$ cat src/rtl/dtdl_pkg.sv
// Purpose: Shared constants and types of the differential trip decision logic
// Assumes: 10 MHz system clock, 32-bit classic Wishbone register access
// Notes:   Register offsets are byte addresses of aligned words
package dtdl_pkg;

  // Clock and sampling tick
  localparam int CLK_PERIOD_NS    = 100;
  localparam int SAMPLE_PERIOD_NS = 1000;
  localparam int SAMPLE_DIV       = SAMPLE_PERIOD_NS / CLK_PERIOD_NS;

  // Adaptive characteristic qualification, least time rounds up
  localparam int ADAPT_QUAL_MS    = 3;
  localparam int ADAPT_QUAL_TICKS = (ADAPT_QUAL_MS * 1000000 + SAMPLE_PERIOD_NS - 1)
                                    / SAMPLE_PERIOD_NS;

  // Slopes in percent used while the adaptive characteristic holds
  localparam logic [7:0] ADAPT_SLOPE1_PCT = 8'h32;
  localparam logic [7:0] ADAPT_SLOPE2_PCT = 8'hC8;

  // Register byte offsets
  localparam logic [7:0] ADR_CTRL      = 8'h00;
  localparam logic [7:0] ADR_SLOPE     = 8'h04;
  localparam logic [7:0] ADR_STATUS    = 8'h08;
  localparam logic [7:0] ADR_IRQ_STAT  = 8'h0C;
  localparam logic [7:0] ADR_IRQ_MASK  = 8'h10;

  // Control fields
  localparam int CTRL_ADAPT_EN  = 0;
  localparam int CTRL_SOFT_BLK  = 1;
  localparam int CTRL_ANGLE_GATE = 2;
  localparam logic [2:0] CTRL_RESET = 3'h5;

  // Configured slopes, first in bits 7:0, second in bits 15:8
  localparam int SLOPE1_LSB = 0;
  localparam int SLOPE2_LSB = 8;
  localparam logic [15:0] SLOPE_RESET = 16'h3214;

  // Interrupt event bits
  localparam int IRQ_W         = 3;
  localparam int IRQ_RESTRAINED = 0;
  localparam int IRQ_HIGHSET   = 1;
  localparam int IRQ_ADAPT     = 2;

  typedef struct packed {
    logic       blocked;
    logic       adaptive;
    logic       fifth_any;
    logic       inrush_any;
    logic       highset_any;
    logic       restrained_any;
    logic [2:0] highset;
    logic [2:0] restrained;
  } dtdl_dec_t;

  typedef enum logic [1:0] {
    DTDL_IDLE  = 2'b00,
    DTDL_QUAL  = 2'b01,
    DTDL_ADAPT = 2'b11
  } dtdl_adapt_t;

endpackage : dtdl_pkg

$ cat src/rtl/dtdl_decision.sv
// Purpose: Trip decision logic of a transformer differential protection function
// Assumes: All status inputs come from comparators on clk_i, so none is synchronised
// Notes:   Measured quantities do not pass through here and are never blocked
// Behaviour
// A true blocking input forces every start output false while measurements go on.
// Each phase restrained start is true only while its characteristic start is true and unblocked.
// The general restrained start is the OR of the phase restrained starts, false when blocked.
// Each phase highset start is true only while its high-current start is true and unblocked.
// The general highset start is true while any phase exceeds the high current unblocked.
// The inrush output is true while any phase has an effective second harmonic restraint.
// The fifth harmonic output is true while any phase has fifth harmonic restraint.
// The adaptive characteristic is entered once bias above 1.25 In holds 3 ms with low diff.
// The adaptive characteristic stays latched until bias falls below 0.8 In.
// While adaptive, the slopes presented to the comparator are 50 and 200 percent.
// Second harmonic restraint counts only while the phase angle check reports 75 degrees or more.
// The general starts are driven out to the fast trip equation logic, which consumes them.
// The inputs are the phase starts, highset starts, second and fifth restraints and the block.
// Harmonic restraint suppresses the restrained start of its phase but never the highset start.
// The 3 ms wait counts sampling ticks and restarts whenever an entry condition is lost.
//
// Decided for this implementation: the placing of the registers and the Wishbone slave port.
`timescale 1ns/100ps
module dtdl_decision
  import dtdl_pkg::*;
#(
  parameter int SAMPLE_DIV_P = SAMPLE_DIV,
  parameter int QUAL_TICKS_P = ADAPT_QUAL_TICKS
) (
  input  wire logic        clk_i,
  input  wire logic        rst_i,
  input  wire logic        wb_cyc_i,
  input  wire logic        wb_stb_i,
  input  wire logic        wb_we_i,
  input  wire logic [7:0]  wb_adr_i,
  input  wire logic [3:0]  wb_sel_i,
  input  wire logic [31:0] wb_dat_i,
  output logic      [31:0] wb_dat_o,
  output logic             wb_ack_o,
  input  wire logic        user_block_input_i,
  input  wire logic [2:0]  restrained_raw_i,
  input  wire logic [2:0]  highset_raw_i,
  input  wire logic [2:0]  inrush_raw_i,
  input  wire logic [2:0]  fifth_raw_i,
  input  wire logic        angle_external_i,
  input  wire logic [2:0]  bias_entry_i,
  input  wire logic [2:0]  diff_below_base_i,
  input  wire logic [2:0]  bias_release_i,
  output logic             restrained_start_phase1_o,
  output logic             restrained_start_phase2_o,
  output logic             restrained_start_phase3_o,
  output logic             restrained_start_any_o,
  output logic             highset_start_phase1_o,
  output logic             highset_start_phase2_o,
  output logic             highset_start_phase3_o,
  output logic             highset_start_any_o,
  output logic             inrush_restraint_any_o,
  output logic             fifth_harmonic_restraint_any_o,
  output logic             adaptive_active_o,
  output logic      [7:0]  slope_first_o,
  output logic      [7:0]  slope_second_o,
  output logic             irq_o
);

  localparam int DIV_W = $clog2(SAMPLE_DIV_P + 1);
  localparam int CNT_W = $clog2(QUAL_TICKS_P + 1);
  localparam logic [DIV_W-1:0] DIV_LAST = DIV_W'(SAMPLE_DIV_P - 1);
  localparam logic [CNT_W-1:0] CNT_LAST = CNT_W'(QUAL_TICKS_P);

  // Sampling tick divider
  logic [DIV_W-1:0] div_cnt;
  logic [DIV_W-1:0] next_div_cnt;
  logic             tick;

  always_comb begin
    tick         = (div_cnt == DIV_LAST);
    next_div_cnt = tick ? '0 : div_cnt + DIV_W'(1);
  end

  always_ff @(posedge clk_i) begin
    if (rst_i) begin
      div_cnt <= '0;
    end else begin
      div_cnt <= next_div_cnt;
    end
  end

  // Registers
  logic [2:0]       ctrl;
  logic [15:0]      slope;
  logic [IRQ_W-1:0] irq_stat;
  logic [IRQ_W-1:0] irq_mask;
  logic             ack;
  logic [31:0]      rdata;
  dtdl_dec_t        dec;
  dtdl_adapt_t      adapt_st;
  logic [CNT_W-1:0] qual_cnt;

  logic [2:0]       next_ctrl;
  logic [15:0]      next_slope;
  logic [IRQ_W-1:0] next_irq_stat;
  logic [IRQ_W-1:0] next_irq_mask;
  logic             next_ack;
  logic [31:0]      next_rdata;
  dtdl_dec_t        next_dec;
  dtdl_adapt_t      next_adapt_st;
  logic [CNT_W-1:0] next_qual_cnt;

  logic             access;
  logic             wr;
  logic [31:0]      wmask;
  logic             blocked;
  logic [2:0]       second_eff;
  logic             entry;
  logic             release_all;
  logic [IRQ_W-1:0] events;

  // Decision path
  always_comb begin
    blocked    = user_block_input_i | ctrl[CTRL_SOFT_BLK];
    // Without the gate the second harmonic would also restrain internal faults
    second_eff = ctrl[CTRL_ANGLE_GATE] ? (inrush_raw_i & {3{angle_external_i}})
                                       : inrush_raw_i;
    next_dec            = '0;
    next_dec.blocked    = blocked;
    next_dec.restrained = restrained_raw_i & ~second_eff & ~fifth_raw_i
                          & ~{3{blocked}};
    next_dec.highset    = highset_raw_i & ~{3{blocked}};
    next_dec.restrained_any = (|next_dec.restrained) & ~blocked;
    next_dec.highset_any    = (|highset_raw_i) & ~blocked;
    next_dec.inrush_any     = |second_eff;
    next_dec.fifth_any      = |fifth_raw_i;
    next_dec.adaptive       = (next_adapt_st == DTDL_ADAPT);
  end

  // Adaptive characteristic switch
  always_comb begin
    entry         = (|(bias_entry_i & diff_below_base_i)) & ctrl[CTRL_ADAPT_EN];
    release_all   = &bias_release_i;
    next_adapt_st = adapt_st;
    next_qual_cnt = qual_cnt;
    unique case (adapt_st)
      DTDL_IDLE: begin
        next_qual_cnt = '0;
        if (entry) begin
          next_adapt_st = DTDL_QUAL;
        end
      end
      DTDL_QUAL: begin
        if (!entry) begin
          next_adapt_st = DTDL_IDLE;
          next_qual_cnt = '0;
        end else if (tick) begin
          // One extra tick covers the partial first period, so the wait is never short
          if (qual_cnt == CNT_LAST) begin
            next_adapt_st = DTDL_ADAPT;
            next_qual_cnt = '0;
          end else begin
            next_qual_cnt = qual_cnt + CNT_W'(1);
          end
        end
      end
      DTDL_ADAPT: begin
        if (release_all || !ctrl[CTRL_ADAPT_EN]) begin
          next_adapt_st = DTDL_IDLE;
        end
      end
      default: begin
        next_adapt_st = DTDL_IDLE;
        next_qual_cnt = '0;
      end
    endcase
  end

  always_ff @(posedge clk_i) begin
    if (rst_i) begin
      adapt_st <= DTDL_IDLE;
      qual_cnt <= '0;
      dec      <= '0;
    end else begin
      adapt_st <= next_adapt_st;
      qual_cnt <= next_qual_cnt;
      dec      <= next_dec;
    end
  end

  // Wishbone slave and register file
  always_comb begin
    access  = wb_cyc_i & wb_stb_i & ~ack;
    wr      = access & wb_we_i;
    wmask   = {{8{wb_sel_i[3]}}, {8{wb_sel_i[2]}}, {8{wb_sel_i[1]}}, {8{wb_sel_i[0]}}};
    next_ack = access;
    next_ctrl     = ctrl;
    next_slope    = slope;
    next_irq_mask = irq_mask;
    events = '0;
    events[IRQ_RESTRAINED] = next_dec.restrained_any & ~dec.restrained_any;
    events[IRQ_HIGHSET]    = next_dec.highset_any & ~dec.highset_any;
    events[IRQ_ADAPT]      = next_dec.adaptive & ~dec.adaptive;
    next_irq_stat = irq_stat;
    if (wr && wb_adr_i == ADR_CTRL) begin
      next_ctrl = (ctrl & ~wmask[2:0]) | (wb_dat_i[2:0] & wmask[2:0]);
    end
    if (wr && wb_adr_i == ADR_SLOPE) begin
      next_slope = (slope & ~wmask[15:0]) | (wb_dat_i[15:0] & wmask[15:0]);
    end
    if (wr && wb_adr_i == ADR_IRQ_MASK) begin
      next_irq_mask = (irq_mask & ~wmask[IRQ_W-1:0]) | (wb_dat_i[IRQ_W-1:0] & wmask[IRQ_W-1:0]);
    end
    if (wr && wb_adr_i == ADR_IRQ_STAT) begin
      next_irq_stat = irq_stat & ~(wb_dat_i[IRQ_W-1:0] & wmask[IRQ_W-1:0]);
    end
    // A new event wins over a clear in the same cycle
    next_irq_stat = next_irq_stat | events;
    next_rdata = rdata;
    if (access) begin
      next_rdata = '0;
      unique case (wb_adr_i)
        ADR_CTRL:     next_rdata[2:0]       = ctrl;
        ADR_SLOPE:    next_rdata[15:0]      = slope;
        ADR_STATUS:   next_rdata[$bits(dtdl_dec_t)-1:0] = dec;
        ADR_IRQ_STAT: next_rdata[IRQ_W-1:0] = irq_stat;
        ADR_IRQ_MASK: next_rdata[IRQ_W-1:0] = irq_mask;
        default:      next_rdata = '0;
      endcase
    end
  end

  always_ff @(posedge clk_i) begin
    if (rst_i) begin
      ack      <= 1'b0;
      rdata    <= '0;
      ctrl     <= CTRL_RESET;
      slope    <= SLOPE_RESET;
      irq_stat <= '0;
      irq_mask <= '0;
    end else begin
      ack      <= next_ack;
      rdata    <= next_rdata;
      ctrl     <= next_ctrl;
      slope    <= next_slope;
      irq_stat <= next_irq_stat;
      irq_mask <= next_irq_mask;
    end
  end

  // Outputs to the fast trip logic and the comparators
  always_comb begin
    wb_ack_o                       = ack;
    wb_dat_o                       = rdata;
    restrained_start_phase1_o      = dec.restrained[0];
    restrained_start_phase2_o      = dec.restrained[1];
    restrained_start_phase3_o      = dec.restrained[2];
    restrained_start_any_o         = dec.restrained_any;
    highset_start_phase1_o         = dec.highset[0];
    highset_start_phase2_o         = dec.highset[1];
    highset_start_phase3_o         = dec.highset[2];
    highset_start_any_o            = dec.highset_any;
    inrush_restraint_any_o         = dec.inrush_any;
    fifth_harmonic_restraint_any_o = dec.fifth_any;
    adaptive_active_o              = dec.adaptive;
    slope_first_o  = dec.adaptive ? ADAPT_SLOPE1_PCT : slope[SLOPE1_LSB +: 8];
    slope_second_o = dec.adaptive ? ADAPT_SLOPE2_PCT : slope[SLOPE2_LSB +: 8];
    irq_o          = |(irq_stat & irq_mask);
  end

endmodule : dtdl_decision

$ cat config.mk
export PLATFORM = sky130hd
export DESIGN_NAME = dtdl_decision
export DESIGN_NICKNAME = d
export VERILOG_FILES = /design/src/rtl/dtdl_pkg.sv /design/src/rtl/dtdl_decision.sv
export SDC_FILE = /design/constraint.sdc
export NUM_CORES = 1
export LEC_CHECK = 0
export ABC_AREA = 1
export BUFFER_PORTS_ARGS = -buffer_cell sky130_fd_sc_hd__buf_2
export CORE_MARGIN = 3
export CORE_UTILIZATION = 53
export CTS_CLUSTER_DIAMETER = 200
export CTS_CLUSTER_SIZE = 24
export DETAILED_ROUTE_END_ITERATION = 10
export PLACE_DENSITY = 0.85
export SLEW_MARGIN = 20
export SYNTH_ARGS = -nofsm -noshare
export SYNTH_HDL_FRONTEND = slang
export SYNTH_SLANG_ARGS = --single-unit
$ cat constraint.sdc
create_clock -name clk_i -period 2.4 [get_ports clk_i]
set_input_delay 0 -clock clk_i [delete_from_list [all_inputs] [get_ports clk_i]]
set_output_delay 0 -clock clk_i [all_outputs]
set_load 0.01 [all_outputs]
==> out/qor.txt <==
STATUS
--------------------------------------------------------------------------------------
Run status                                                                   completed

ROUTE
--------------------------------------------------------------------------------------
Met3 wire length                                                                980 um
Highest metal layer used by the detailed router                                   met4
Routed WL                                                                    10,400 um
Number of detailed-routing iterations run before antenna repair                      7
Drt initial violations                                                             383
Detailed-route vias per instance                                                  5.49
Routed len/inst                                                                14.7 um
Detailed-route via count                                                         3,878
Routed length on met2                                                          4890 um
DRC violations left                                                                  0
Total routed wire length on the met1 layer                                     3900 um
Post-route antenna net violation count                                               0

WORST SETUP PATH
--------------------------------------------------------------------------------------
Top cell family by delay on the critical path                             buffers and inverters
Worst path slowest cell                                                   sky130_fd_sc_hd__dlygate4sd3_1
Largest fanout on the critical path                                                  3
Capturing point of the worst reg2reg path                                 restrained_start_phase3_o
Arrival @ worst endpoint                                                       2.01 ns
Crit end category                                                            flip-flop
Startpoint types                                                             flip-flop
Number of buffers and inverters on the critical path                                 2
Ordered cell list for the critical path                                   inv_1 > or2_1 > nand2_1 > nand4_1 > dlygate4sd3_1 > nor2_1
R2R Setup Slk                                                                  0.66 ns
Critical path start-end classification                                    flip-flop to flip-flop
Max stage delay on crit path                                                   0.64 ns
Logic depth of the worst register-to-register path                                   6
Critical Path RT                                                               2.68 ns

CTS
--------------------------------------------------------------------------------------
Setup Fix Bufs, Post-CTS                                                             0
Clk root buf                                                              sky130_fd_sc_hd__clkbuf_8
TritonCTS clock tree                                                               yes
Number of H-tree levels                                                              3
Maximum clock insertion buffer count                                                 2
Clock transition at the registers of the reported paths                        0.08 ns
CTS buffer count                                                                     9
Clock insertion delay at the later pin of the skew report                      0.36 ns
Hold buffer count at CTS                                                            30
Clock Sink Count                                                                    72
Post_cts resized                                                                     0

YOSYS
--------------------------------------------------------------------------------------
Cell type contributing the most total cell area after synthesis           sky130_fd_sc_hd__dfxtp_1
Synth top area share                                                             0.407
Most common flop cell mapped by yosys                                     sky130_fd_sc_hd__dfxtp_1
Async set or reset register ratio after synthesis                                    0
Simple logic cell fraction of the synthesized area                               0.304
Post-synthesis mux area share                                                        0
Top-count cell post-synth                                                 sky130_fd_sc_hd__nand2_1
Total of warnings raised by yosys                                                    0
Most area-consuming cells after synthesis                                 sky130_fd_sc_hd__dfxtp_1, sky130_fd_sc_hd__nand2_1, sky130_fd_sc_hd__nor2_1, sky130_fd_sc_hd__inv_1, sky130_fd_sc_hd__nand3_1
Sequential area share after synthesis                                            0.407
Post-synthesis sequential element count                                             72
Post-synthesis compound-gate area fraction                                       0.140
Xor and xnor area share after synthesis                                        0.00247
Number of instances in the synthesized netlist                                     495
Mapped Area                                                                   3540 um2
Mean instance size in the synthesized netlist                                 7.16 um2
Leading cell types by count after synthesis                               sky130_fd_sc_hd__nand2_1, sky130_fd_sc_hd__dfxtp_1, sky130_fd_sc_hd__nor2_1
Number of distinct library cells after synthesis                                    37
Adder and majority cell fraction of the synthesized area                        0.0141
Largest family of logic cells by synthesized area                         simple AND/OR/NAND/NOR gates
Number of synthesized flops with an enable pin                                       0

FLOORPLANNING
--------------------------------------------------------------------------------------
X dimension of the die                                                         87.8 um
Standard-cell row count                                                             29
I/O pin total                                                                      133
Die boundary height                                                            87.8 um
Initial Util                                                                     0.552
Placeable core area                                                           6420 um2
Die Area                                                                      7710 um2

STA
--------------------------------------------------------------------------------------
Worst slew margin relative to its limit                                          0.537
Setup tns final                                                                   0 ns
Count of pins over their slew limit                                                  0
Tcrit/Tclk final                                                                 0.724
Number of hold-slack violations in the final timing report                           0
Max Clock Freq                                                                 576 MHz
Worst-case clock skew                                                        0.0183 ns
Setup repair after global routing missed its margin                              false
Minimum period implied by the final worst setup slack                          1.74 ns
Slew at the pin closest to its max-slew limit                                 0.693 ns
Finish-stage setup viols                                                             0

GLOBAL ROUTING
--------------------------------------------------------------------------------------
Grt ovf                                                                              0
Wire length of the first global-routing pass                                 16,200 um
Antenna violations before repair                                                     0
Global-route usage over all layers                                               0.270
Maximum number of pins on one net before global-route repair                        27
Number of global-route vias before repair                                        3,575

CELLS AND AREA
--------------------------------------------------------------------------------------
Layout overhead on the synthesized area                                          28.8%
Antenna Diode Count                                                                  0
Final layout net count                                                             701
Share of final-layout standard cells stronger than drive strength 1              0.254

PLACED DESIGN
--------------------------------------------------------------------------------------
Weighted congestion reported at the end of routability-driven placement          0.859
Number of I/O port buffers                                                          98
Half-perimeter wire length after placement                                     6530 um

MIN PATH
--------------------------------------------------------------------------------------
Depth of the worst hold-timing path                                                  4
Type of the worst min-delay path                                          primary input to flip-flop
Destination of the worst hold path                                         adapt_st[1]
Hold Path Origin                                                          bias_release_i[1]

POWER AND IR DROP
--------------------------------------------------------------------------------------
Leakage                                                                        2.25 nW
PnR Total Power                                                                2.66 mW
PD cells                                                                    582 nW/um2
Maximum vdd drop                                                            0.000408 V

RUN
--------------------------------------------------------------------------------------
Maximum capacitance violations                                                       0

per-layer routing:
metal / GRT usage / vias to the layer above
li1: - / 1796
met3: 0.0602 / 78
met1: 0.324 / 1749
met2: 0.436 / 255
met5: 0 / -
met4: 0.169 / 0
cell type report:
class                      count  area [um2]
clock buffer                  10         138
clock inverter                 6        92.6
fill                         486        1860
inverter                      78         300
multi-input combinational    334        1690
sequential                    72        1440
tap                           77        96.3
timing repair buffer         130         806
tightest hold or removal path, stage by stage:
cell	delay [ns]
sky130_fd_sc_hd__buf_2	0.08
sky130_fd_sc_hd__nand3_1	0.07
sky130_fd_sc_hd__nand4_1	0.14
sky130_fd_sc_hd__a21oi_1	0.08
placed cells by master, fill, tap and decap left out, types with 2 or more instances in the layout:
master,synthesis,layout
sky130_fd_sc_hd__nand2_4,5,5
sky130_fd_sc_hd__clkbuf_8,0,10
sky130_fd_sc_hd__ha_1,4,4
sky130_fd_sc_hd__or2_2,4,4
sky130_fd_sc_hd__o21ai_0,16,16
sky130_fd_sc_hd__a21oi_2,7,7
sky130_fd_sc_hd__bufinv_16,0,2
sky130_fd_sc_hd__nand4_1,7,7
sky130_fd_sc_hd__nor3_1,6,6
sky130_fd_sc_hd__nor2_8,2,2
sky130_fd_sc_hd__inv_2,8,8
sky130_fd_sc_hd__nand2_1,90,90
sky130_fd_sc_hd__clkinv_4,1,3
sky130_fd_sc_hd__o211ai_1,9,9
sky130_fd_sc_hd__dfxtp_1,72,72
sky130_fd_sc_hd__conb_1,1,16
sky130_fd_sc_hd__buf_2,2,98
sky130_fd_sc_hd__clkinvlp_4,0,2
sky130_fd_sc_hd__nor2_4,3,3
sky130_fd_sc_hd__nor2_2,4,4
sky130_fd_sc_hd__buf_4,16,2
sky130_fd_sc_hd__a31oi_1,3,3
sky130_fd_sc_hd__nand3_1,25,25
sky130_fd_sc_hd__a21oi_1,23,23
sky130_fd_sc_hd__dlygate4sd3_1,0,30
sky130_fd_sc_hd__o21ai_1,25,25
sky130_fd_sc_hd__inv_1,68,68
sky130_fd_sc_hd__nor2_1,70,70
sky130_fd_sc_hd__nand2_2,4,4
sky130_fd_sc_hd__o22ai_1,3,3
worst max-delay path by stage:
stage,startpoint,endpoint,slack (ns),cells past startpoint
after floorplan,div_cnt[1],qual_cnt[10],1.11,9
after CTS,flip-flop,restrained_start_phase3_o,0.76,6
final,flip-flop,restrained_start_phase3_o,0.66,6
after detailed placement,wb_ack_o,flip-flop,0.86,6
after global placement,wb_ack_o,flip-flop,0.89,6
after global routing,flip-flop,restrained_start_phase2_o,0.62,6
stage by stage:
step | utilization | area (um2) | instances | setup slack [ns] | hold WS (ns)
3_5_place_dp | 0.628 | 4040 | 661 | 0.864 | 0.229
5_1_grt | 0.711 | 4570 | 707 | 0.625 | 0.0821
6_report | 0.711 | 4570 | 707 | 0.663 | 0.0716
4_1_cts | 0.711 | 4570 | 707 | 0.762 | 0.0483
3_3_place_gp | 0.628 | 4040 | 661 | 0.894 | 0.224
2_1_floorplan | - | 3600 | 510 | 1.11 | 0.126
logic make-up (layout without fill, tap and decap cells):
kind of cell,after synthesis,in the layout
AND/OR/NAND/NOR,226,226
buffers and inverters,104,224
AO/OA/AOI/OAI,87,87
flip-flops,72,72
adder cells (fa/ha/maj),4,4
other,1,16
XOR/XNOR,1,1
power breakdown:
group	internal (mW)	total, mW	switching, mW
Sequential	1.23	1.26	0.0244
Combinational	0.126	0.305	0.179
Clock	0.617	1.10	0.480
Total	1.97	2.66	0.683
Note: power is estimated with default switching activity, not from simulation.
